==> src/rtl/hpcfg_pkg.sv <==
// Package for the hot-plug slot configuration control block.
// Assumes one core clock at 250 MHz and a plain register port.
package hpcfg_pkg;
  // Register map
  localparam logic [11:0] CFG_OFFSET = 12'h408;
  localparam logic [11:0] SLOT_CMD_OFFSET = 12'h500;
  localparam logic [11:0] SLOT_STAT_OFFSET = 12'h504;

  // Configuration field positions
  localparam int INV_ATTN_BTN_BIT = 0;
  localparam int INV_PRES_BIT = 1;
  localparam int INV_PFAULT_BIT = 2;
  localparam int INV_LATCH_BIT = 3;
  localparam int INV_ATTN_IND_BIT = 4;
  localparam int INV_PWR_IND_BIT = 5;
  localparam int INV_PWR_EN_BIT = 6;
  localparam int INV_ILOCK_BIT = 7;
  localparam int INV_PGOOD_BIT = 8;
  localparam int LATCH_PWR_OFF_BIT = 11;
  localparam int LATCH_AS_LOCK_BIT = 12;
  localparam int ILOCK_TOGGLE_BIT = 13;
  localparam int RST_SRC_LSB = 14;
  localparam int P2R_LSB = 16;
  localparam int R2P_LSB = 24;
  localparam logic [31:0] CFG_RESET = 32'h1414_0800;
  localparam logic [31:0] CFG_WMASK = 32'hffff_f9ff;
  localparam logic [31:0] CFG_RMASK = 32'hffff_ffff;

  // Slot command register fields, per port: base bit = port * 8
  localparam int CMD_STRIDE = 8;
  localparam int CMD_PWR_CTL = 0;
  localparam int CMD_ATTN_IND = 1;
  localparam int CMD_PWR_IND = 2;
  localparam int CMD_ILOCK = 3;
  localparam int CMD_LATCH_CAP = 4;

  // Reset source modes
  typedef enum logic [1:0] {
    HPCFG_RST_PWR_EN = 2'h0,
    HPCFG_RST_PWR_GOOD = 2'h1,
    HPCFG_RST_HOT = 2'h2,
    HPCFG_RST_RSVD = 2'h3
  } hpcfg_rst_src_t;

  // Timing
  localparam int CLK_MHZ = 250;
  localparam int TICK_MS = 10;
  localparam int ILOCK_PULSE_MS = 125;
  localparam int TICK_CYCLES = TICK_MS * 1000 * CLK_MHZ;
  localparam int ILOCK_CYCLES = ILOCK_PULSE_MS * 1000 * CLK_MHZ;

  typedef struct packed {
    logic attn_btn;
    logic presence;
    logic pwr_fault;
    logic latch;
    logic pwr_good;
  } hpcfg_sense_t;

  typedef struct packed {
    logic attn_ind;
    logic pwr_ind;
    logic pwr_en;
    logic ilock;
    logic rst_n;
  } hpcfg_drive_t;
endpackage

==> src/rtl/hpcfg_ctl.sv <==
// Hot-plug slot configuration control: pin polarity, latch power-off,
// interlock drive and downstream power/reset sequencing per port.
// Assumes sensor pins are asynchronous; register port is on clk.
//
// Summary of operation
// - Config bit 0 inverts the attention button input on all ports.
// - Config bit 1 inverts the presence detect input on all ports.
// - Config bit 2 inverts the power fault input on all ports.
// - Config bit 3 inverts the retention latch sensor input on all ports.
// - Config bit 8 inverts the slot power good input on all ports.
// - Config bit 4 inverts the attention indicator output on all ports.
// - Config bit 5 inverts the power indicator output on all ports.
// - Config bit 6 inverts the slot power enable output on all ports.
// - Config bit 7 inverts the interlock output on all ports.
// - Bit 11 with latch capability removes power when latch is open.
// - Bit 12 makes latch inputs report interlock lock state instead.
// - Bit 13 clear: interlock command gives a 125 ms output pulse.
// - Bit 13 set: interlock command toggles the interlock output.
// - Reset mode selects power enable, power good or hot reset source.
// - Wait count times 10 ms after the reset source condition holds before releasing reset.
// - Wait count times 10 ms after reset assertion before power off.
//
// The implementer's own choice: strobed register access.
module hpcfg_ctl #(
  parameter int PORTS = 4,
  parameter int TICK_CYC = hpcfg_pkg::TICK_CYCLES,
  parameter int ILOCK_CYC = hpcfg_pkg::ILOCK_CYCLES
) (
  // Clock and reset
  input wire logic clk,
  input wire logic rst_n,
  input wire logic clk_en,
  // Register port
  input wire logic [11:0] reg_addr,
  input wire logic [31:0] reg_wdata,
  input wire logic reg_wr,
  input wire logic reg_rd,
  output logic [31:0] reg_rdata,
  // Hot reset request from the switch core
  input wire logic hot_reset,
  // Slot pins
  input wire logic [PORTS-1:0] attention_button_in,
  input wire logic [PORTS-1:0] presence_detect_in,
  input wire logic [PORTS-1:0] power_fault_in,
  input wire logic [PORTS-1:0] retention_latch_sensor_in,
  input wire logic [PORTS-1:0] slot_power_good_in,
  output logic [PORTS-1:0] attention_indicator_out,
  output logic [PORTS-1:0] power_indicator_out,
  output logic [PORTS-1:0] slot_power_enable_out,
  output logic [PORTS-1:0] interlock_drive_out,
  output logic [PORTS-1:0] downstream_reset_n_out,
  // Sensed levels, active true
  output logic [PORTS-1:0] sense_attn_btn,
  output logic [PORTS-1:0] sense_presence,
  output logic [PORTS-1:0] sense_pwr_fault,
  output logic [PORTS-1:0] sense_latch_open,
  output logic [PORTS-1:0] sense_lock_engaged,
  output logic [PORTS-1:0] sense_pwr_good
);

  // One command byte per port must fit the 32-bit command register
  if (PORTS < 1 || PORTS * hpcfg_pkg::CMD_STRIDE > 32) begin : g_bad_ports
    $error("PORTS must fit the command register");
  end
  if (TICK_CYC < 1 || ILOCK_CYC < 1) begin : g_bad_ticks
    $error("Tick counts must be positive");
  end

  localparam int TW = $clog2(TICK_CYC + 1);
  localparam int IW = $clog2(ILOCK_CYC + 1);

  ////////////////////////////////////////////////////////////////////////////
  // Registers

  logic [31:0] cfg_r;
  logic [31:0] cfg_nxt;
  logic [31:0] cmd_r;
  logic [31:0] cmd_nxt;
  logic [31:0] rdata_nxt;

  wire wr_cfg = reg_wr && reg_addr == hpcfg_pkg::CFG_OFFSET;
  wire wr_cmd = reg_wr && reg_addr == hpcfg_pkg::SLOT_CMD_OFFSET;

  wire inv_btn = cfg_r[hpcfg_pkg::INV_ATTN_BTN_BIT];
  wire inv_pres = cfg_r[hpcfg_pkg::INV_PRES_BIT];
  wire inv_pf = cfg_r[hpcfg_pkg::INV_PFAULT_BIT];
  wire inv_latch = cfg_r[hpcfg_pkg::INV_LATCH_BIT];
  wire inv_pg = cfg_r[hpcfg_pkg::INV_PGOOD_BIT];
  wire inv_ai = cfg_r[hpcfg_pkg::INV_ATTN_IND_BIT];
  wire inv_pi = cfg_r[hpcfg_pkg::INV_PWR_IND_BIT];
  wire inv_pe = cfg_r[hpcfg_pkg::INV_PWR_EN_BIT];
  wire inv_il = cfg_r[hpcfg_pkg::INV_ILOCK_BIT];
  wire latch_off_en = cfg_r[hpcfg_pkg::LATCH_PWR_OFF_BIT];
  wire latch_as_lock = cfg_r[hpcfg_pkg::LATCH_AS_LOCK_BIT];
  wire il_toggle = cfg_r[hpcfg_pkg::ILOCK_TOGGLE_BIT];
  wire [1:0] rst_src = cfg_r[hpcfg_pkg::RST_SRC_LSB +: 2];
  wire [7:0] p2r_cnt = cfg_r[hpcfg_pkg::P2R_LSB +: 8];
  wire [7:0] r2p_cnt = cfg_r[hpcfg_pkg::R2P_LSB +: 8];

  // Interlock command bit is write-one-to-act, never stored
  function automatic logic [31:0] cmd_store(input logic [31:0] w);
    logic [31:0] m;
    m = 32'h0;
    for (int p = 0; p < PORTS; p++) begin
      m[p*hpcfg_pkg::CMD_STRIDE +: hpcfg_pkg::CMD_STRIDE] = 8'h17;
    end
    return w & m;
  endfunction

  assign cfg_nxt = wr_cfg ? ((reg_wdata & hpcfg_pkg::CFG_WMASK) |
                             (cfg_r & ~hpcfg_pkg::CFG_WMASK)) : cfg_r;
  assign cmd_nxt = wr_cmd ? cmd_store(reg_wdata) : cmd_r;

  ////////////////////////////////////////////////////////////////////////////
  // Pin synchronisers and input polarity

  hpcfg_pkg::hpcfg_sense_t [PORTS-1:0] pin_s1_r;
  hpcfg_pkg::hpcfg_sense_t [PORTS-1:0] pin_s2_r;
  hpcfg_pkg::hpcfg_sense_t [PORTS-1:0] pin_raw;
  hpcfg_pkg::hpcfg_sense_t [PORTS-1:0] sense;
  logic hot_s1_r;
  logic hot_s2_r;

  // Prescaler shared by all ports
  logic [TW-1:0] pre_r;
  wire tick = pre_r == TW'(TICK_CYC - 1);
  logic [PORTS-1:0] ilock_cmd;
  logic [PORTS-1:0] ilock_r;
  logic [PORTS-1:0] pwr_en_r;
  logic [PORTS-1:0] rst_n_r;
  logic [PORTS-1:0] out_ai_nxt;
  logic [PORTS-1:0] out_pi_nxt;
  logic [PORTS-1:0] out_pe_nxt;
  logic [PORTS-1:0] out_il_nxt;
  logic [PORTS-1:0] latch_open;
  logic [PORTS-1:0] pwr_on_req;
  logic [PORTS-1:0] rst_cond;

  genvar g;
  generate
    for (g = 0; g < PORTS; g++) begin : g_port
      localparam int B = g * hpcfg_pkg::CMD_STRIDE;
      assign pin_raw[g] = '{attn_btn: attention_button_in[g],
                            presence: presence_detect_in[g],
                            pwr_fault: power_fault_in[g],
                            latch: retention_latch_sensor_in[g],
                            pwr_good: slot_power_good_in[g]};
      // Pins are active low; the inversion makes them active true, the xor applies the polarity bit
      assign sense[g].attn_btn = ~(pin_s2_r[g].attn_btn ^ inv_btn);
      assign sense[g].presence = ~(pin_s2_r[g].presence ^ inv_pres);
      assign sense[g].pwr_fault = ~(pin_s2_r[g].pwr_fault ^ inv_pf);
      assign sense[g].latch = ~(pin_s2_r[g].latch ^ inv_latch);
      assign sense[g].pwr_good = ~(pin_s2_r[g].pwr_good ^ inv_pg);
      // Latch reads as open; with bit 12 it is lock state instead
      assign latch_open[g] = sense[g].latch & ~latch_as_lock;
      assign ilock_cmd[g] = wr_cmd && reg_wdata[B + hpcfg_pkg::CMD_ILOCK];
      assign pwr_on_req[g] = cmd_r[B + hpcfg_pkg::CMD_PWR_CTL] &&
        !(latch_off_en && cmd_r[B + hpcfg_pkg::CMD_LATCH_CAP] && latch_open[g]);
      assign out_ai_nxt[g] = cmd_r[B + hpcfg_pkg::CMD_ATTN_IND] ^ inv_ai;
      assign out_pi_nxt[g] = cmd_r[B + hpcfg_pkg::CMD_PWR_IND] ^ inv_pi;
      assign out_pe_nxt[g] = pwr_en_r[g] ^ inv_pe;
      assign out_il_nxt[g] = ilock_r[g] ^ inv_il;

      // Reset source per mode; reserved mode holds reset asserted
      always_comb begin
        case (hpcfg_pkg::hpcfg_rst_src_t'(rst_src))
          hpcfg_pkg::HPCFG_RST_PWR_EN: rst_cond[g] = pwr_en_r[g];
          hpcfg_pkg::HPCFG_RST_PWR_GOOD: rst_cond[g] = pwr_en_r[g] & sense[g].pwr_good;
          hpcfg_pkg::HPCFG_RST_HOT: rst_cond[g] = pwr_en_r[g] & ~hot_s2_r;
          default: rst_cond[g] = 1'b0;
        endcase
      end

      // Power/reset sequencer
      typedef enum logic [1:0] {OFF, RAMP, ON, DRAIN} hpcfg_seq_t;
      hpcfg_seq_t st_r;
      logic [7:0] dcnt_r;
      logic [IW-1:0] pulse_r;
      wire dzero = dcnt_r == 8'h0;

      always_ff @(posedge clk) begin
        if (!rst_n) begin
          st_r <= OFF;
          dcnt_r <= 8'h0;
          pwr_en_r[g] <= 1'b0;
          rst_n_r[g] <= 1'b0;
        end else if (clk_en) begin
          case (st_r)
            OFF: begin
              if (pwr_on_req[g]) begin
                st_r <= RAMP;
                pwr_en_r[g] <= 1'b1;
                dcnt_r <= p2r_cnt;
              end
            end
            RAMP: begin
              if (!pwr_on_req[g]) begin
                st_r <= DRAIN;
                dcnt_r <= r2p_cnt;
              end else if (!rst_cond[g]) begin
                dcnt_r <= p2r_cnt; // Restart wait until the selected reset source condition holds
              end else if (dzero) begin
                st_r <= ON;
                rst_n_r[g] <= 1'b1;
              end else if (tick) begin
                dcnt_r <= dcnt_r - 8'h1;
              end
            end
            ON: begin
              if (!pwr_on_req[g]) begin
                st_r <= DRAIN;
                rst_n_r[g] <= 1'b0;
                dcnt_r <= r2p_cnt;
              end else if (!rst_cond[g]) begin
                st_r <= RAMP;
                rst_n_r[g] <= 1'b0;
                dcnt_r <= p2r_cnt;
              end
            end
            DRAIN: begin
              rst_n_r[g] <= 1'b0;
              if (dzero) begin
                st_r <= OFF;
                pwr_en_r[g] <= 1'b0;
              end else if (tick) begin
                dcnt_r <= dcnt_r - 8'h1;
              end
            end
            default: st_r <= OFF;
          endcase
        end
      end

      // Interlock: pulse or toggle
      always_ff @(posedge clk) begin
        if (!rst_n) begin
          ilock_r[g] <= 1'b0;
          pulse_r <= '0;
        end else if (clk_en) begin
          if (ilock_cmd[g] && il_toggle) begin
            ilock_r[g] <= ~ilock_r[g];
          end else if (ilock_cmd[g]) begin
            ilock_r[g] <= 1'b1;
            pulse_r <= IW'(ILOCK_CYC - 1);
          end else if (ilock_r[g] && !il_toggle) begin
            if (pulse_r == '0) begin
              ilock_r[g] <= 1'b0;
            end else begin
              pulse_r <= pulse_r - IW'(1);
            end
          end
        end
      end

      pulse_len_a: assert property (@(posedge clk) disable iff (!rst_n)
        (ilock_r[g] && !il_toggle && pulse_r != '0) |=> ilock_r[g])
        else $error("Interlock pulse ended early");
      reset_hold_a: assert property (@(posedge clk) disable iff (!rst_n)
        (st_r == RAMP && !dzero) |=> !rst_n_r[g])
        else $error("Reset released before delay");
      power_hold_a: assert property (@(posedge clk) disable iff (!rst_n)
        (st_r == DRAIN && !dzero) |=> pwr_en_r[g])
        else $error("Power removed before delay");
      latch_off_a: assert property (@(posedge clk) disable iff (!rst_n)
        (clk_en && st_r == ON && latch_off_en && latch_open[g] &&
         cmd_r[B + hpcfg_pkg::CMD_LATCH_CAP]) |=> st_r == DRAIN)
        else $error("Open latch did not remove power");
    end
  endgenerate

  ////////////////////////////////////////////////////////////////////////////
  // Read mux

  function automatic logic [31:0] pack_ports(input logic [PORTS-1:0] v);
    return 32'(v);
  endfunction

  always_comb begin
    case (reg_addr)
      hpcfg_pkg::CFG_OFFSET: rdata_nxt = cfg_r & hpcfg_pkg::CFG_RMASK;
      hpcfg_pkg::SLOT_CMD_OFFSET: rdata_nxt = cmd_r;
      hpcfg_pkg::SLOT_STAT_OFFSET: rdata_nxt = pack_ports(pwr_en_r) |
        (pack_ports(rst_n_r) << 8) | (pack_ports(ilock_r) << 16);
      default: rdata_nxt = 32'h0;
    endcase
  end

  ////////////////////////////////////////////////////////////////////////////
  // State registers

  always_ff @(posedge clk) begin
    if (!rst_n) begin
      cfg_r <= hpcfg_pkg::CFG_RESET;
      cmd_r <= 32'h0;
      reg_rdata <= 32'h0;
      pre_r <= '0;
      pin_s1_r <= '1;
      pin_s2_r <= '1;
      hot_s1_r <= 1'b0;
      hot_s2_r <= 1'b0;
    end else if (clk_en) begin
      cfg_r <= cfg_nxt;
      cmd_r <= cmd_nxt;
      reg_rdata <= reg_rd ? rdata_nxt : 32'h0;
      pre_r <= tick ? '0 : pre_r + TW'(1);
      pin_s1_r <= pin_raw;
      pin_s2_r <= pin_s1_r;
      hot_s1_r <= hot_reset;
      hot_s2_r <= hot_s1_r;
    end
  end

  // Output flops
  always_ff @(posedge clk) begin
    if (!rst_n) begin
      attention_indicator_out <= '0;
      power_indicator_out <= '0;
      slot_power_enable_out <= '0;
      interlock_drive_out <= '0;
      downstream_reset_n_out <= '0;
      sense_attn_btn <= '0;
      sense_presence <= '0;
      sense_pwr_fault <= '0;
      sense_latch_open <= '0;
      sense_lock_engaged <= '0;
      sense_pwr_good <= '0;
    end else if (clk_en) begin
      attention_indicator_out <= out_ai_nxt;
      power_indicator_out <= out_pi_nxt;
      slot_power_enable_out <= out_pe_nxt;
      interlock_drive_out <= out_il_nxt;
      downstream_reset_n_out <= rst_n_r;
      for (int p = 0; p < PORTS; p++) begin
        sense_attn_btn[p] <= sense[p].attn_btn;
        sense_presence[p] <= sense[p].presence;
        sense_pwr_fault[p] <= sense[p].pwr_fault;
        sense_latch_open[p] <= latch_open[p];
        sense_lock_engaged[p] <= sense[p].latch & latch_as_lock;
        sense_pwr_good[p] <= sense[p].pwr_good;
      end
    end
  end

  pe_polarity_a: assert property (@(posedge clk) disable iff (!rst_n)
    clk_en |=> slot_power_enable_out == ($past(pwr_en_r) ^ {PORTS{$past(inv_pe)}}))
    else $error("Power enable polarity wrong");
  il_polarity_a: assert property (@(posedge clk) disable iff (!rst_n)
    clk_en |=> interlock_drive_out == ($past(ilock_r) ^ {PORTS{$past(inv_il)}}))
    else $error("Interlock polarity wrong");
  cfg_reset_a: assert property (@(posedge clk)
    !rst_n |=> cfg_r == hpcfg_pkg::CFG_RESET)
    else $error("Config reset value wrong");
  rdata_zero_a: assert property (@(posedge clk) disable iff (!rst_n)
    (clk_en && !reg_rd) |=> reg_rdata == 32'h0)
    else $error("Read data not idle");

endmodule

==> config.mk <==
export PLATFORM = sky130hd
export DESIGN_NAME = hpcfg_ctl
export DESIGN_NICKNAME = d
export VERILOG_FILES = /design/src/rtl/hpcfg_pkg.sv /design/src/rtl/hpcfg_ctl.sv
export SDC_FILE = /design/constraint.sdc
export NUM_CORES = 1
export LEC_CHECK = 0
export BUFFER_PORTS_ARGS = -buffer_cell sky130_fd_sc_hd__buf_2
export CAP_MARGIN = 5
export CORE_ASPECT_RATIO = 1.75
export CORE_MARGIN = 5
export CORE_UTILIZATION = 45
export CTS_CLUSTER_DIAMETER = 60
export DETAILED_ROUTE_END_ITERATION = 6
export REMOVE_ABC_BUFFERS = 1
export SLEW_MARGIN = 10
export SYNTH_ARGS = -nofsm -noshare
export SYNTH_HDL_FRONTEND = slang
export SYNTH_SLANG_ARGS = --single-unit
==> constraint.sdc <==
create_clock -name clk -period 6.6 [get_ports clk]
set_input_delay 0.33 -clock clk [delete_from_list [all_inputs] [get_ports clk]]
set_output_delay 0.33 -clock clk [all_outputs]
set_load 0.05 [all_outputs]
==> Yosys cells after proc, flatten, opt, wreduce, memory -nomap -nowiden <==
Cells that the tools add are included.
{ "op_classes": {"addsub": 9, "eq_ne": 54, "n_mux": 135, "n_bitwise": 85, "reduce_logical": 90} }
{ "ops": {"columns": ["cell", "n"], "rows": [
  ["25-bit two-way mux", 12],
  ["8-bit two-way mux", 28],
  ["8-bit one-hot mux with 4 select lines", 4],
  ["25-bit logical NOT", 4],
  ["25-bit by 1-bit subtractor with 25-bit output (second input constant)", 4],
  ["32-bit one-hot mux with 3 select lines", 1],
  ["2-bit two-way mux", 28],
  ["2-bit inequality test (second input constant)", 24],
  ["6-bit AND reduction", 8],
  ["1-bit two-way mux", 44],
  ["12-bit by 11-bit == test with 1-bit output (second input constant)", 3],
  ["3-bit inequality test (second input constant)", 12],
  ["3-bit nonzero test", 12],
  ["1-bit XOR", 36],
  ["8-bit logical NOT", 4],
  ["32-bit two-way mux", 1],
  ["32-bit by 11-bit OR with 32-bit output", 1],
  ["2-bit one-hot mux with 4 select lines", 4],
  ["4-bit AND reduction", 8],
  ["8-bit by 1-bit subtractor with 8-bit output (second input constant)", 4],
  ["1-bit inverter", 30],
  ["1-bit logical AND", 26],
  ["1-bit one-hot mux with 3 select lines", 8],
  ["3-bit AND reduction", 8],
  ["other kinds (13)", 59]
]} }
{ "word_totals": {"reg_bits": 340, "inputBits": 70} }

==> Logic depth before layout (Yosys ltp) <==
Gate-level depths: netlist of the first run.
{ "depth": {"depth_word": 8, "mapped_depth": 10, "ltp_nobuf": 8} }

==> Least setup slack after synthesis of the first run <==
No wires, ideal clock.
{ "synth_timing": {"path_type": "reg-to-reg", "from": "register cfg_r[14]", "to": "register g_port[2].dcnt_r[1]", "setup_ns": 0.074, "arrival_time_ns": 2.491, "setup_slack_ns": 4.035, "stages_incl_launch_ff": 10, "path_buffers": 1, "period_less_slack_ns": 2.565, "cell_sequence": "dfxtp_1 inv_1 ha_1 and2b_1 a221oi_1 nor4_1 a21oi_1 clkbuf_1 o21ai_0 a31oi_1"} }
{ "synth_between": {"elab_chain_len": 5, "elab_cells_between_ends": 9, "cone_classes": "eq/ne: 3; mux: 4; reduce/logical: 2"} }
{ "synth_rtl": {"columns": ["element", "line_no", "text"], "rows": [
  ["start, declared", "hpcfg_ctl.sv:75", "logic [31:0] cfg_r;"],
  ["start signal, assigned", "hpcfg_ctl.sv:293", "cfg_r <= hpcfg_pkg::CFG_RESET;"],
  ["start signal, assigned", "hpcfg_ctl.sv:302", "cfg_r <= cfg_nxt;"],
  ["2-bit == test, or another cell as far along", "hpcfg_ctl.sv:166", "case (hpcfg_pkg::hpcfg_rst_src_t'(rst_src))"],
  ["1-bit one-hot mux with 3 select lines *", "hpcfg_ctl.sv:166", null],
  ["8-bit two-way mux", "hpcfg_ctl.sv:200", "end else if (!rst_cond[g]) begin"],
  ["8-bit two-way mux", "hpcfg_ctl.sv:197", "if (!pwr_on_req[g]) begin"],
  ["8-bit one-hot mux with 4 select lines", "hpcfg_ctl.sv:188", "case (st_r)"],
  ["end signal, assigned", "hpcfg_ctl.sv:193", "dcnt_r <= p2r_cnt;"],
  ["end signal, assigned", "hpcfg_ctl.sv:199", "dcnt_r <= r2p_cnt;"],
  ["end signal, assigned", "hpcfg_ctl.sv:201", "dcnt_r <= p2r_cnt;"],
  ["end, declared", "hpcfg_ctl.sv:177", "logic [7:0] dcnt_r;"]
]} }
Mark *: on every way between the ends. The rest lies on a longest branch, timed or not.
A chain may end at the register's enable or synchronous reset.

==> Worst setup path after layout of the first run <==
{ "layout_timing": {"from": "register g_port[2].pulse_r[6]", "to": "register g_port[2].pulse_r[15]"} }
{ "layout_between": {"elab_chain_len": 4, "elab_cells_between_ends": 7, "cone_classes": "add/sub: 1; eq/ne: 1; mux: 3; reduce/logical: 2"} }
{ "layout_rtl": {"columns": ["element", "line_no", "text"], "rows": [
  ["start, declared", "hpcfg_ctl.sv:178", "logic [IW-1:0] pulse_r;"],
  ["start signal, assigned", "hpcfg_ctl.sv:244", "pulse_r <= IW'(ILOCK_CYC - 1);"],
  ["start signal, assigned", "hpcfg_ctl.sv:249", "pulse_r <= pulse_r - IW'(1);"],
  ["25-bit by 1-bit subtractor with 25-bit output", "hpcfg_ctl.sv:249", null],
  ["25-bit two-way mux", "hpcfg_ctl.sv:246", "if (pulse_r == '0) begin"],
  ["25-bit two-way mux", "hpcfg_ctl.sv:245", "end else if (ilock_r[g] && !il_toggle) begin"],
  ["25-bit two-way mux", "hpcfg_ctl.sv:242", "end else if (ilock_cmd[g]) begin"]
]} }
Several ways; a longest one is shown, not always the timed one. The select of a mux whose other input is x is not followed.

==> results.tsv, run 1 <==
stage	metric	value	unit
power_and_ir_drop	power share of the clock group	48.1	%
cts	cts repair resizes	0	
global_route	first-pass GRT wire length	84200	um
cts	Setup Buffers After CTS	0	
job	MaxCap Viol Count	0	
global_route	GRT Residual Overflow	0	
cts	CTS Root Cell	clkbuf_16	
power_and_ir_drop	P_int	0.00336	W
global_route	largest net degree at the start of global routing	110	
route	post-route ant nets	0	
synth	Yosys cell types	97	
placement	Placer Congestion	0.897	
cells_and_area	fin util	51.1	%
cts	clk buf depth	3	
cts	worst skew pair latency	0.54	ns
route	vias after detailed routing	15800	
floorplanning	Die Ht	269	um
synth	Yosys reg bits	338	
worst_setup_path	Crit Path Category	reg2reg	
power_and_ir_drop	standby leakage power	7.41	nW
worst_setup_path	Worst EP arrival	3.63	ns
cts	CTS tree	built	
sta	Hold Fails Final Rpt	0	
floorplanning	initial core utilization	45.2	%
route	Pre-antenna DRT Iters	5	
worst_hold_path	Hold Crit Depth	3	
cts	H-tree level count	2	
sta	fin crit share	49.4	%
synth	Mean Syn Cell Area	8.37	um^2
run_status	outcome	finished, final reports clean	
sta	Rel. slew slack	28.2	%
placement	I/O Buffers	145	
synth	Mapped Cells	2062	
cells_and_area	Ant. Diodes	0	
worst_setup_path	CP endpoint kind	register	
route	vias per cell	6.01	
worst_hold_path	HP Class	in2reg	
power_and_ir_drop	Pwr Density	224	nW/um^2
cells_and_area	layout cells sized above 1	12.3	%
worst_setup_path	Worst R2R Start	g_port[2].pulse_r[6]$_SDFFE_PN0P_	
worst_setup_path	CP max FO	11	
placement	dpl hpwl	37600	um
power_and_ir_drop	switching pwr	0.000998	W
sta	Finish-stage setup viols	0	
power_and_ir_drop	switching part of the total	22.9	%
synth	register area share after synthesis	39.2	%
cells_and_area	Filler cells	3627	
placement	pre-CTS setup slack	3.42	ns
sta	Max Clk Rate	306	MHz
route	Total Wirelength	53400	um
floorplanning	DIE AREA	42500	um^2
sta	Setup Total Neg Slack	0	ns
cells_and_area	Final #Nets	2212	
worst_setup_path	required time worst endpoint	6.97	ns
sta	max-slew violations	0	
global_route	number of global-route vias before repair	15700	
floorplanning	Die W	158	um
sta	setup ws final	3.34	ns
cts	clock slew at reported path FFs	0.07	ns
worst_hold_path	Hold Crit Start	presence_detect_in[1]	
cts	CTS Buf Count	34	
floorplanning	core area	38200	um^2
sta	RSZ-0062 raised after global routing	no	
synth	Ys Warns	0	
synth	number of flops mapped to enable cells by yosys	0	
power_and_ir_drop	Combinational Power Share	4.3	%
sta	Final Skew	0.0109	ns
placement	Post-DP Area	18200	um^2
global_route	initial antenna violation count	1	
route	residual DRC count	0	
power_and_ir_drop	worst IR drop on VDD	0.256	mV
worst_setup_path	startpoint types	register	
floorplanning	Rows	95	
synth	Mapped Area	17300	um^2
worst_setup_path	reg2reg path depth	6	
sta	worst slew pin tran	1.08	ns
cells_and_area	Area Overhead vs Synth	12.9	%
synth	asr flop ratio synth	0	%
global_route	Total GRT Usage	24.3	%
cts	clk sinks	338	
route	Wirelength per Cell	20.3	um
route	1st-iter DRT viols	979	
sta	minimum clock period	3.26	ns
power_and_ir_drop	overall power	0.00436	W
cells_and_area	fin area	19500	um^2
synth	most used flip-flop cell after synthesis	dfxtp_1	
worst_setup_path	start point of the critical path	g_port[2].pulse_r[6]$_SDFFE_PN0P_	
floorplanning	io pins	146	
power_and_ir_drop	sequential share of power	47.5	%
-- sequential cells by signal, summed over array words and instances, names as in the netlist, 8 cells and up --
name	cells
cmd_r	16
g_port.dcnt_r	32
g_port.st_r	8
reg_rdata	32
pin_s2_r	20
cfg_r	30
g_port.pulse_r	100
pin_s1_r	20
pre_r	22
-- logic make-up after synthesis --
logic type,count (synthesis),synth area share [%]
compound gates,513,20.9
flops,338,39.2
mux,75,4.38
xor+xnor,145,7.36
simple gates,789,22.6
buf+inv,184,4.22
fa+ha+maj,18,1.28
-- critical path: stages, from the launching register on --
cell	delay, ns
dfxtp_1	0.36
or4_1	0.60
nor4_2	0.51
a41oi_1	0.53
o2111ai_1	0.80
or4_1	0.21
a31oi_1	0.09
-- layer usage --
layer | vias to the layer above | global-route usage, % | share of wire, %
li1 | 7605 | - | -
met1 | 7620 | 27.3 | 38
met2 | 464 | 44.7 | 52
met3 | 151 | 3.31 | 5.1
met4 | 2 | 10.9 | 4.8
met5 | - | 0 | 0.024
-- per-stage QoR --
stage / std cells / hold slack (ns)
floorplan: 1915 / 0.392
global placement: 2564 / 0.454
detailed placement: 2564 / 0.462
CTS: 2636 / 0.00250
global route: 2636 / 0.0246
finish: 2636 / 0.0221
-- cell usage in the layout (no fill, tap or decap), types with 15 or more instances in the layout --
master,count
dfxtp_1,338
nor2_1,237
nand2_1,224
a21oi_1,170
buf_2,143
xnor2_1,78
mux2i_1,71
xor2_1,67
nor3_1,57
nand3_1,56
a211oi_1,47
o21ai_0,35
clkbuf_16,35
inv_1,32
and2_1,28
nor4_1,24
a22oi_1,22
nand4_1,21
a31oi_1,21
or3_1,21
buf_4,20
o31ai_1,19
or4_1,18
o2bb2ai_1,17
and3_1,16
ha_1,16
o2111ai_1,15
-- worst paths after layout --
kind	to	slack (ns)
setup / recovery	g_port[2].pulse_r[15]$_SDFFE_PN0P_	3.34
hold / removal	pin_s1_r[8]$_SDFFE_PN1P_	0.02
setup reg to reg	g_port[2].pulse_r[15]$_SDFFE_PN0P_	3.34
hold reg to reg	cmd_r[12]$_SDFFE_PN0P_	0.47
-- power by group through the flow --
stage,clock network (W),logic (W),registers (W)
floorplan,0,0.0000679,0.00214
CTS,0.00215,0.000189,0.00207
detailed placement,0,0.000184,0.00212
global placement,0,0.000182,0.00212
finish,0.00210,0.000188,0.00207
global route,0.00223,0.000204,0.00207
-- cell type report --
class	instances	area, um^2	area share, %
clock buffers	46	977	5.01
clock inverters	15	221	1.14
inverters	37	144	0.738
multi-input cells	1540	9790	50.2
flip-flops and latches	338	6770	34.7
well taps	485	607	3.11
repair buffers	175	987	5.06
-- Yosys cell counts, types with 10 or more instances --
master | count | area, um^2
nor2_1 | 238 | 893
nor2b_1 | 11 | 68.8
xor2_1 | 67 | 587
a31oi_1 | 21 | 131
nor3_1 | 58 | 290
o31ai_1 | 19 | 143
and3_1 | 16 | 100
a21oi_1 | 170 | 851
clkbuf_1 | 111 | 417
nand3_1 | 56 | 280
nand2b_1 | 14 | 87.6
a2111oi_0 | 11 | 96.3
a211oi_1 | 47 | 353
nand4_1 | 21 | 131
o2bb2ai_1 | 17 | 149
inv_1 | 32 | 120
dfxtp_1 | 338 | 6770
o211ai_1 | 14 | 105
o21ai_0 | 36 | 180
buf_1 | 22 | 82.6
and2_1 | 28 | 175
a311oi_1 | 12 | 105
ha_1 | 16 | 200
nand2_1 | 224 | 841
xnor2_1 | 78 | 683
a22oi_1 | 22 | 165
a2bb2oi_1 | 11 | 96.3
nor4_1 | 24 | 150
or4_1 | 18 | 135
or3_1 | 21 | 131
o21a_1 | 13 | 97.6
a221oi_1 | 10 | 87.6
mux2i_1 | 71 | 711
o2111ai_1 | 16 | 140
-- timing repair --
action                                 in CTS  in global routing
hold buffers                               11                  0
endpoints found under the hold margin      11                  0
setup endpoints to repair                   0                  0
(Power assumes the default switching activity.)
==> run 2: changes to the inputs <==
- PLACE_DENSITY: unset -> 0.65
- clock period: 6.6 -> 2.7 ns (I/O delays scaled with it)
==> results.tsv, run 2 (synthesis results as in run 1) <==
stage	metric	value	unit	change
worst_setup_path	required time worst endpoint	3.11	ns	-3.86 ns
cts	clock slew at reported path FFs	0.06	ns	about the same
floorplanning	initial core utilization	45.2	%	unchanged
job	MaxCap Viol Count	0		unchanged
route	met3 routed WL	2580	um	-4.4%
cells_and_area	max FFs per register	100		unchanged
cells_and_area	Reg with most FFs	g_port.pulse_r		
sta	Hold Fails Final Rpt	0		unchanged
floorplanning	Die W	158	um	unchanged
worst_setup_path	Worst EP arrival	3.03	ns	-0.60 ns
worst_hold_path	Hold Crit Start	rst_n		
cts	CTS Buf Count	35		+2.9%
cells_and_area	fin area	20700	um^2	+6.0%
cells_and_area	layout cells sized above 1	15.5	%	+3.3 points
cts	worst skew pair latency	0.53	ns	about the same
sta	Final Skew	0.0196	ns	+0.00872 ns
sta	max-slew violations	0		unchanged
route	post-route ant nets	0		unchanged
route	residual DRC count	0		unchanged
floorplanning	core area	38200	um^2	unchanged
route	vias after detailed routing	16400		+3.4%
global_route	GRT Residual Overflow	0		unchanged
route	Wirelength per Cell	19.7	um	-2.9%
floorplanning	Rows	95		unchanged
floorplanning	Die Ht	269	um	unchanged
worst_setup_path	startpoint types	register		
placement	dpl hpwl	38500	um	+2.6%
cells_and_area	Final #Nets	2338		+5.7%
route	Pre-antenna DRT Iters	6		+1
cts	clk sinks	338		unchanged
power_and_ir_drop	worst IR drop on VDD	0.539	mV	+110%
worst_setup_path	Crit Path Category	reg2reg		
cts	CTS Root Cell	clkbuf_16		
placement	pre-CTS setup slack	0.0523	ns	-3.37 ns
sta	worst slew pin tran	0.799	ns	-0.278 ns
global_route	initial antenna violation count	1		unchanged
global_route	number of global-route vias before repair	16400		+4.1%
worst_setup_path	start point of the critical path	pre_r[9]$_SDFFE_PN0P_		
sta	Max Clk Rate	383	MHz	+25%
cells_and_area	Area Overhead vs Synth	19.8	%	
global_route	Total GRT Usage	24.7	%	+0.41 points
route	M1 wire length	20800	um	+2.7%
sta	Rel. slew slack	46.7	%	+19 points
worst_setup_path	CP endpoint kind	register		
placement	I/O Buffers	145		unchanged
global_route	first-pass GRT wire length	85800	um	+1.9%
placement	Placer Congestion	0.975		+8.7%
worst_setup_path	Worst R2R Start	pre_r[9]$_SDFFE_PN0P_		
sta	minimum clock period	2.61	ns	-0.651 ns
cells_and_area	most common cell after layout, fill and taps aside	dfxtp_1		
cts	CTS tree	built		
sta	RSZ-0062 raised after global routing	no		
cts	H-tree level count	2		unchanged
cells_and_area	Top Registers	g_port.pulse_r (100), g_port.dcnt_r (32), reg_rdata (32)		
floorplanning	io pins	146		unchanged
floorplanning	DIE AREA	42500	um^2	unchanged
power_and_ir_drop	standby leakage power	8.04	nW	+8.4%
route	1st-iter DRT viols	992		+1.3%
route	Max Used Layer	met5		
sta	Finish-stage setup viols	0		unchanged
global_route	largest net degree at the start of global routing	70		-36%
route	vias per cell	5.93		-1.3%
sta	setup ws final	0.0883	ns	-3.25 ns
route	Total Wirelength	54400	um	+1.8%
run_status	outcome	finished, final reports clean		
cells_and_area	Ant. Diodes	0		unchanged
placement	placed insts	2646		+3.2%
cts	Setup Buffers After CTS	0		unchanged
sta	fin crit share	96.7	%	+47 points
placement	Post-DP Area	18900	um^2	+3.9%
worst_setup_path	CP max FO	22		+11
cts	clk buf depth	3		unchanged
worst_hold_path	HP Class	in2reg		
cells_and_area	Final Non-Filler Cells	2763		+4.8%
power_and_ir_drop	Pwr Density	519	nW/um^2	+130%
cells_and_area	most frequent cells in the layout	dfxtp_1 (338), nor2_1 (238), nand2_1 (223), a21oi_1 (169), buf_2 (143)		
route	Met2 Wirelength	28100	um	+0.43%
[run 2: path summary, 6_finish.rpt]
| path | cells past startpoint | slack, ns | to |
|---|---|---|---|
| worst max-delay path | 7 | 0.09 | g_port[2].dcnt_r[4]$_SDFFE_PN0P_ |
| worst min-delay path | 3 | 0.03 | g_port[0].st_r[0]$_SDFFE_PN0P_ |
| worst max register to register | 7 | 0.09 | g_port[2].dcnt_r[4]$_SDFFE_PN0P_ |
| worst min register to register | 2 | 0.47 | pin_s1_r[9]$_SDFFE_PN1P_ |
[run 2: stage by stage]
step                      TNS (ns)  power [W]  utilization (%)  hold slack [ns]
after CTS                        0     0.0108             54.1           0.0167
after floorplan             -25.63    0.00539                -            0.197
final                            0     0.0107             54.2           0.0323
after global routing             0     0.0111             54.2           0.0405
after detailed placement         0    0.00565             49.5            0.357
after global placement           0    0.00564             49.5            0.351
[run 2: layout make-up]
class                      count  area (um^2)
tap                          485          607
clock buffer                  51         1080
inverter                      37          144
fill                        3538        17500
clock inverter                12          145
timing repair buffer         300         2120
sequential                   338         6770
multi-input combinational   1540         9810
[run 2: critical path: stages (launching register included)]
cell     delay, ns
dfxtp_1       0.35
or4b_1        0.58
nor4_4        0.35
buf_12        0.21
and2_1        0.28
a31oi_1       0.12
o31a_1        0.30
o32ai_1       0.29
[run 2: timing repair]
action / 4_1_cts / 5_1_grt
gates resized for setup: 0 / 6
endpoints found under the hold margin: 72 / 0
setup endpoints to repair: 0 / 21
hold buffers: 54 / 0
[run 2: per-layer routing]
metal	up-vias	GRT usage, %
met5	-	0
met4	2	12.5
met3	167	3.32
met2	504	44.8
met1	7856	27.7
li1	7857	-
[run 2: where the power goes]
group | leakage (nW) | internal (W) | switching, W
clock network | 0.601 | 0.00299 | 0.00212
logic | 4.71 | 0.000199 | 0.000341
registers | 2.73 | 0.00503 | 0.0000304
==> run 3: changes to the inputs <==
- CTS_BUF_LIST: unset -> sky130_fd_sc_hd__clkbuf_16
==> results.tsv, run 3 (synthesis results as in run 1) <==
stage	metric	value	unit	change
floorplanning	core area	38200	um^2	unchanged
global_route	Total GRT Usage	24.7	%	-0.044 points
sta	worst slew pin tran	0.780	ns	-0.0186 ns
cells_and_area	Filler cells	3561		+0.65%
global_route	first-pass GRT wire length	85700	um	-0.14%
floorplanning	io pins	146		unchanged
cells_and_area	layout cells sized above 1	15.0	%	-0.53 points
global_route	largest net degree at the start of global routing	70		unchanged
route	Pre-antenna DRT Iters	6		unchanged
placement	dpl hpwl	38500	um	unchanged
power_and_ir_drop	standby leakage power	7.98	nW	-0.68%
cts	worst skew pair latency	0.54	ns	about the same
floorplanning	Die W	158	um	unchanged
route	Total Wirelength	54300	um	-0.13%
power_and_ir_drop	Pwr Density	504	nW/um^2	-2.8%
worst_setup_path	reg2reg end	g_port[2].dcnt_r[4]$_SDFFE_PN0P_		
sta	Final Skew	0.0210	ns	+0.00142 ns
placement	placed insts	2646		unchanged
worst_setup_path	Worst R2R Start	pre_r[9]$_SDFFE_PN0P_		
worst_setup_path	Critical Path Max Stage Delay	0.58	ns	about the same
worst_setup_path	Critical Path Slowest Stage Cell	or4b_1		
global_route	initial antenna violation count	1		unchanged
global_route	GRT Residual Overflow	0		unchanged
cells_and_area	Final Non-Filler Cells	2763		unchanged
sta	Setup Total Neg Slack	0	ns	unchanged
power_and_ir_drop	worst IR drop on VDD	0.534	mV	-1.0%
sta	max-slew violations	0		unchanged
worst_setup_path	Worst EP arrival	3.04	ns	about the same
cells_and_area	most common cell after layout, fill and taps aside	dfxtp_1		
cts	clock slew at reported path FFs	0.07	ns	about the same
worst_setup_path	critical-path cell list	or4b_1, nor4_4, buf_12, and2_1, a31oi_1, o31a_1, o32ai_1		
worst_hold_path	HP Class	in2reg		
route	Wirelength per Cell	19.7	um	-0.13%
worst_setup_path	reg2reg path depth	7		unchanged
route	post-route ant nets	0		unchanged
route	vias per cell	5.97		+0.73%
sta	Rel. slew slack	48.0	%	+1.2 points
worst_setup_path	CP endpoint kind	register		
worst_hold_path	Hold Crit Depth	3		unchanged
sta	Hold Fails Final Rpt	0		unchanged
cts	H-tree level count	2		unchanged
placement	Placer Congestion	0.975		unchanged
cts	CTS tree	built		
floorplanning	Rows	95		unchanged
cells_and_area	max FFs per register	100		unchanged
cells_and_area	Final #Nets	2338		unchanged
floorplanning	initial core utilization	45.2	%	unchanged
worst_setup_path	startpoint types	register		
floorplanning	Die Ht	269	um	unchanged
sta	fin crit share	97.1	%	+0.41 points
power_and_ir_drop	overall power	0.0104	W	-3.4%
cts	clk buf depth	3		unchanged
route	vias after detailed routing	16500		+0.73%
route	residual DRC count	0		unchanged
worst_setup_path	R2R setup slack	0.08	ns	about the same
cts	Setup Buffers After CTS	0		unchanged
sta	RSZ-0062 raised after global routing	no		
cells_and_area	most frequent cells in the layout	dfxtp_1 (338), nor2_1 (238), nand2_1 (223), a21oi_1 (169), buf_2 (143)		
cts	clk sinks	338		unchanged
sta	minimum clock period	2.62	ns	+0.0111 ns
worst_setup_path	Top delay family on crit path	simple AND/OR/NAND/NOR gates		
cts	CTS Buf Count	35		unchanged
worst_hold_path	Hold Crit Start	rst_n		
worst_setup_path	CP max FO	22		unchanged
cts	CTS Root Cell	clkbuf_16		
sta	Finish-stage setup viols	0		unchanged
run_status	outcome	finished, final reports clean		
route	1st-iter DRT viols	904		-8.9%
placement	I/O Buffers	145		unchanged
cells_and_area	Area Overhead vs Synth	19.1	%	
global_route	number of global-route vias before repair	16400		+0.13%
cells_and_area	Top Registers	g_port.pulse_r (100), g_port.dcnt_r (32), reg_rdata (32)		
worst_hold_path	Min-Delay Endpoint	g_port[0].st_r[0]$_SDFFE_PN0P_		
sta	Max Clk Rate	381	MHz	-0.42%
cells_and_area	Reg with most FFs	g_port.pulse_r		
job	MaxCap Viol Count	0		unchanged
worst_setup_path	start point of the critical path	pre_r[9]$_SDFFE_PN0P_		
sta	Hold Slack	0.0311	ns	-0.00122 ns
worst_setup_path	worst path bufs/invs	1		unchanged
worst_setup_path	required time worst endpoint	3.11	ns	about the same
cells_and_area	fin util	53.9	%	-0.31 points
cells_and_area	Ant. Diodes	0		unchanged
floorplanning	DIE AREA	42500	um^2	unchanged
worst_setup_path	Crit Path Category	reg2reg		
-- run 3: cell count changes in the layout (fill, tap and decap cells not counted) --
| cell | before | now |
|---|---|---|
| clkbuf_8 | 12 | 0 |
| inv_1 | 32 | 35 |
| clkbuf_1 | 3 | 0 |
| clkinv_1 | 3 | 15 |
-- run 3: metal layers --
| layer | part of all wire (%) | wire length [um] | vias to the layer above | track usage (%) |
|---|---|---|---|---|
| met5 | 0.024 | 13 | - | 0 |
| met4 | 5.4 | 2930 | 2 | 12.6 |
| met3 | 5.3 | 2870 | 163 | 3.31 |
| met2 | 52 | 28000 | 573 | 44.7 |
| met1 | 38 | 20500 | 7905 | 27.6 |
| li1 | - | - | 7862 | - |
-- run 3: stage by stage --
step / instance area (um^2) / setup WS [ns]
after CTS: 20500 / 0.0307
after floorplan: 16700 / -0.930
after global routing: 20600 / 0.00345
after detailed placement: 18900 / 0.0523
after global placement: 18900 / 0.0504
final: 20600 / 0.0772
-- run 3: worst max path at each step --
stage	slack [ns]	end	cells after the start
3_3_place_gp	0.05	g_port[1].dcnt_r[0]$_SDFFE_PN0P_	9
2_1_floorplan	-0.93	pre_r[0]$_SDFFE_PN0P_	5
6_report	0.08	g_port[2].dcnt_r[4]$_SDFFE_PN0P_	7
3_5_place_dp	0.05	g_port[2].dcnt_r[3]$_SDFFE_PN0P_	8
5_1_grt	0.003	g_port[2].dcnt_r[4]$_SDFFE_PN0P_	7
4_1_cts	0.03	g_port[2].dcnt_r[3]$_SDFFE_PN0P_	8
-- run 3: timing repair --
action / CTS / global route
gates resized for setup: 0 / 6
hold buffers: 54 / 0
endpoints found under the hold margin: 72 / 0
endpoints found under the setup margin: 0 / 21
-- run 3: area by class of cell --
type / count / area [um^2] / share of cell area (%)
Clock buffer: 36 / 901 / 4.38
Clock inverter: 27 / 201 / 0.980
Inverter: 37 / 144 / 0.700
Multi-Input combinational cell: 1540 / 9810 / 47.7
Sequential cell: 338 / 6770 / 32.9
Tap cell: 485 / 607 / 2.95
Timing Repair Buffer: 300 / 2120 / 10.3
-- run 3: worst min-delay path, stage by stage --
cell and delay (ns):
buf_4 0.23, nand2_1 0.10, nor2_1 0.04
-- run 3: where the power goes --
group          total (W)  internal (W)  switching, W
Combinational   0.000539      0.000199      0.000340
Sequential       0.00507       0.00504     0.0000302
Clock            0.00475       0.00264       0.00212
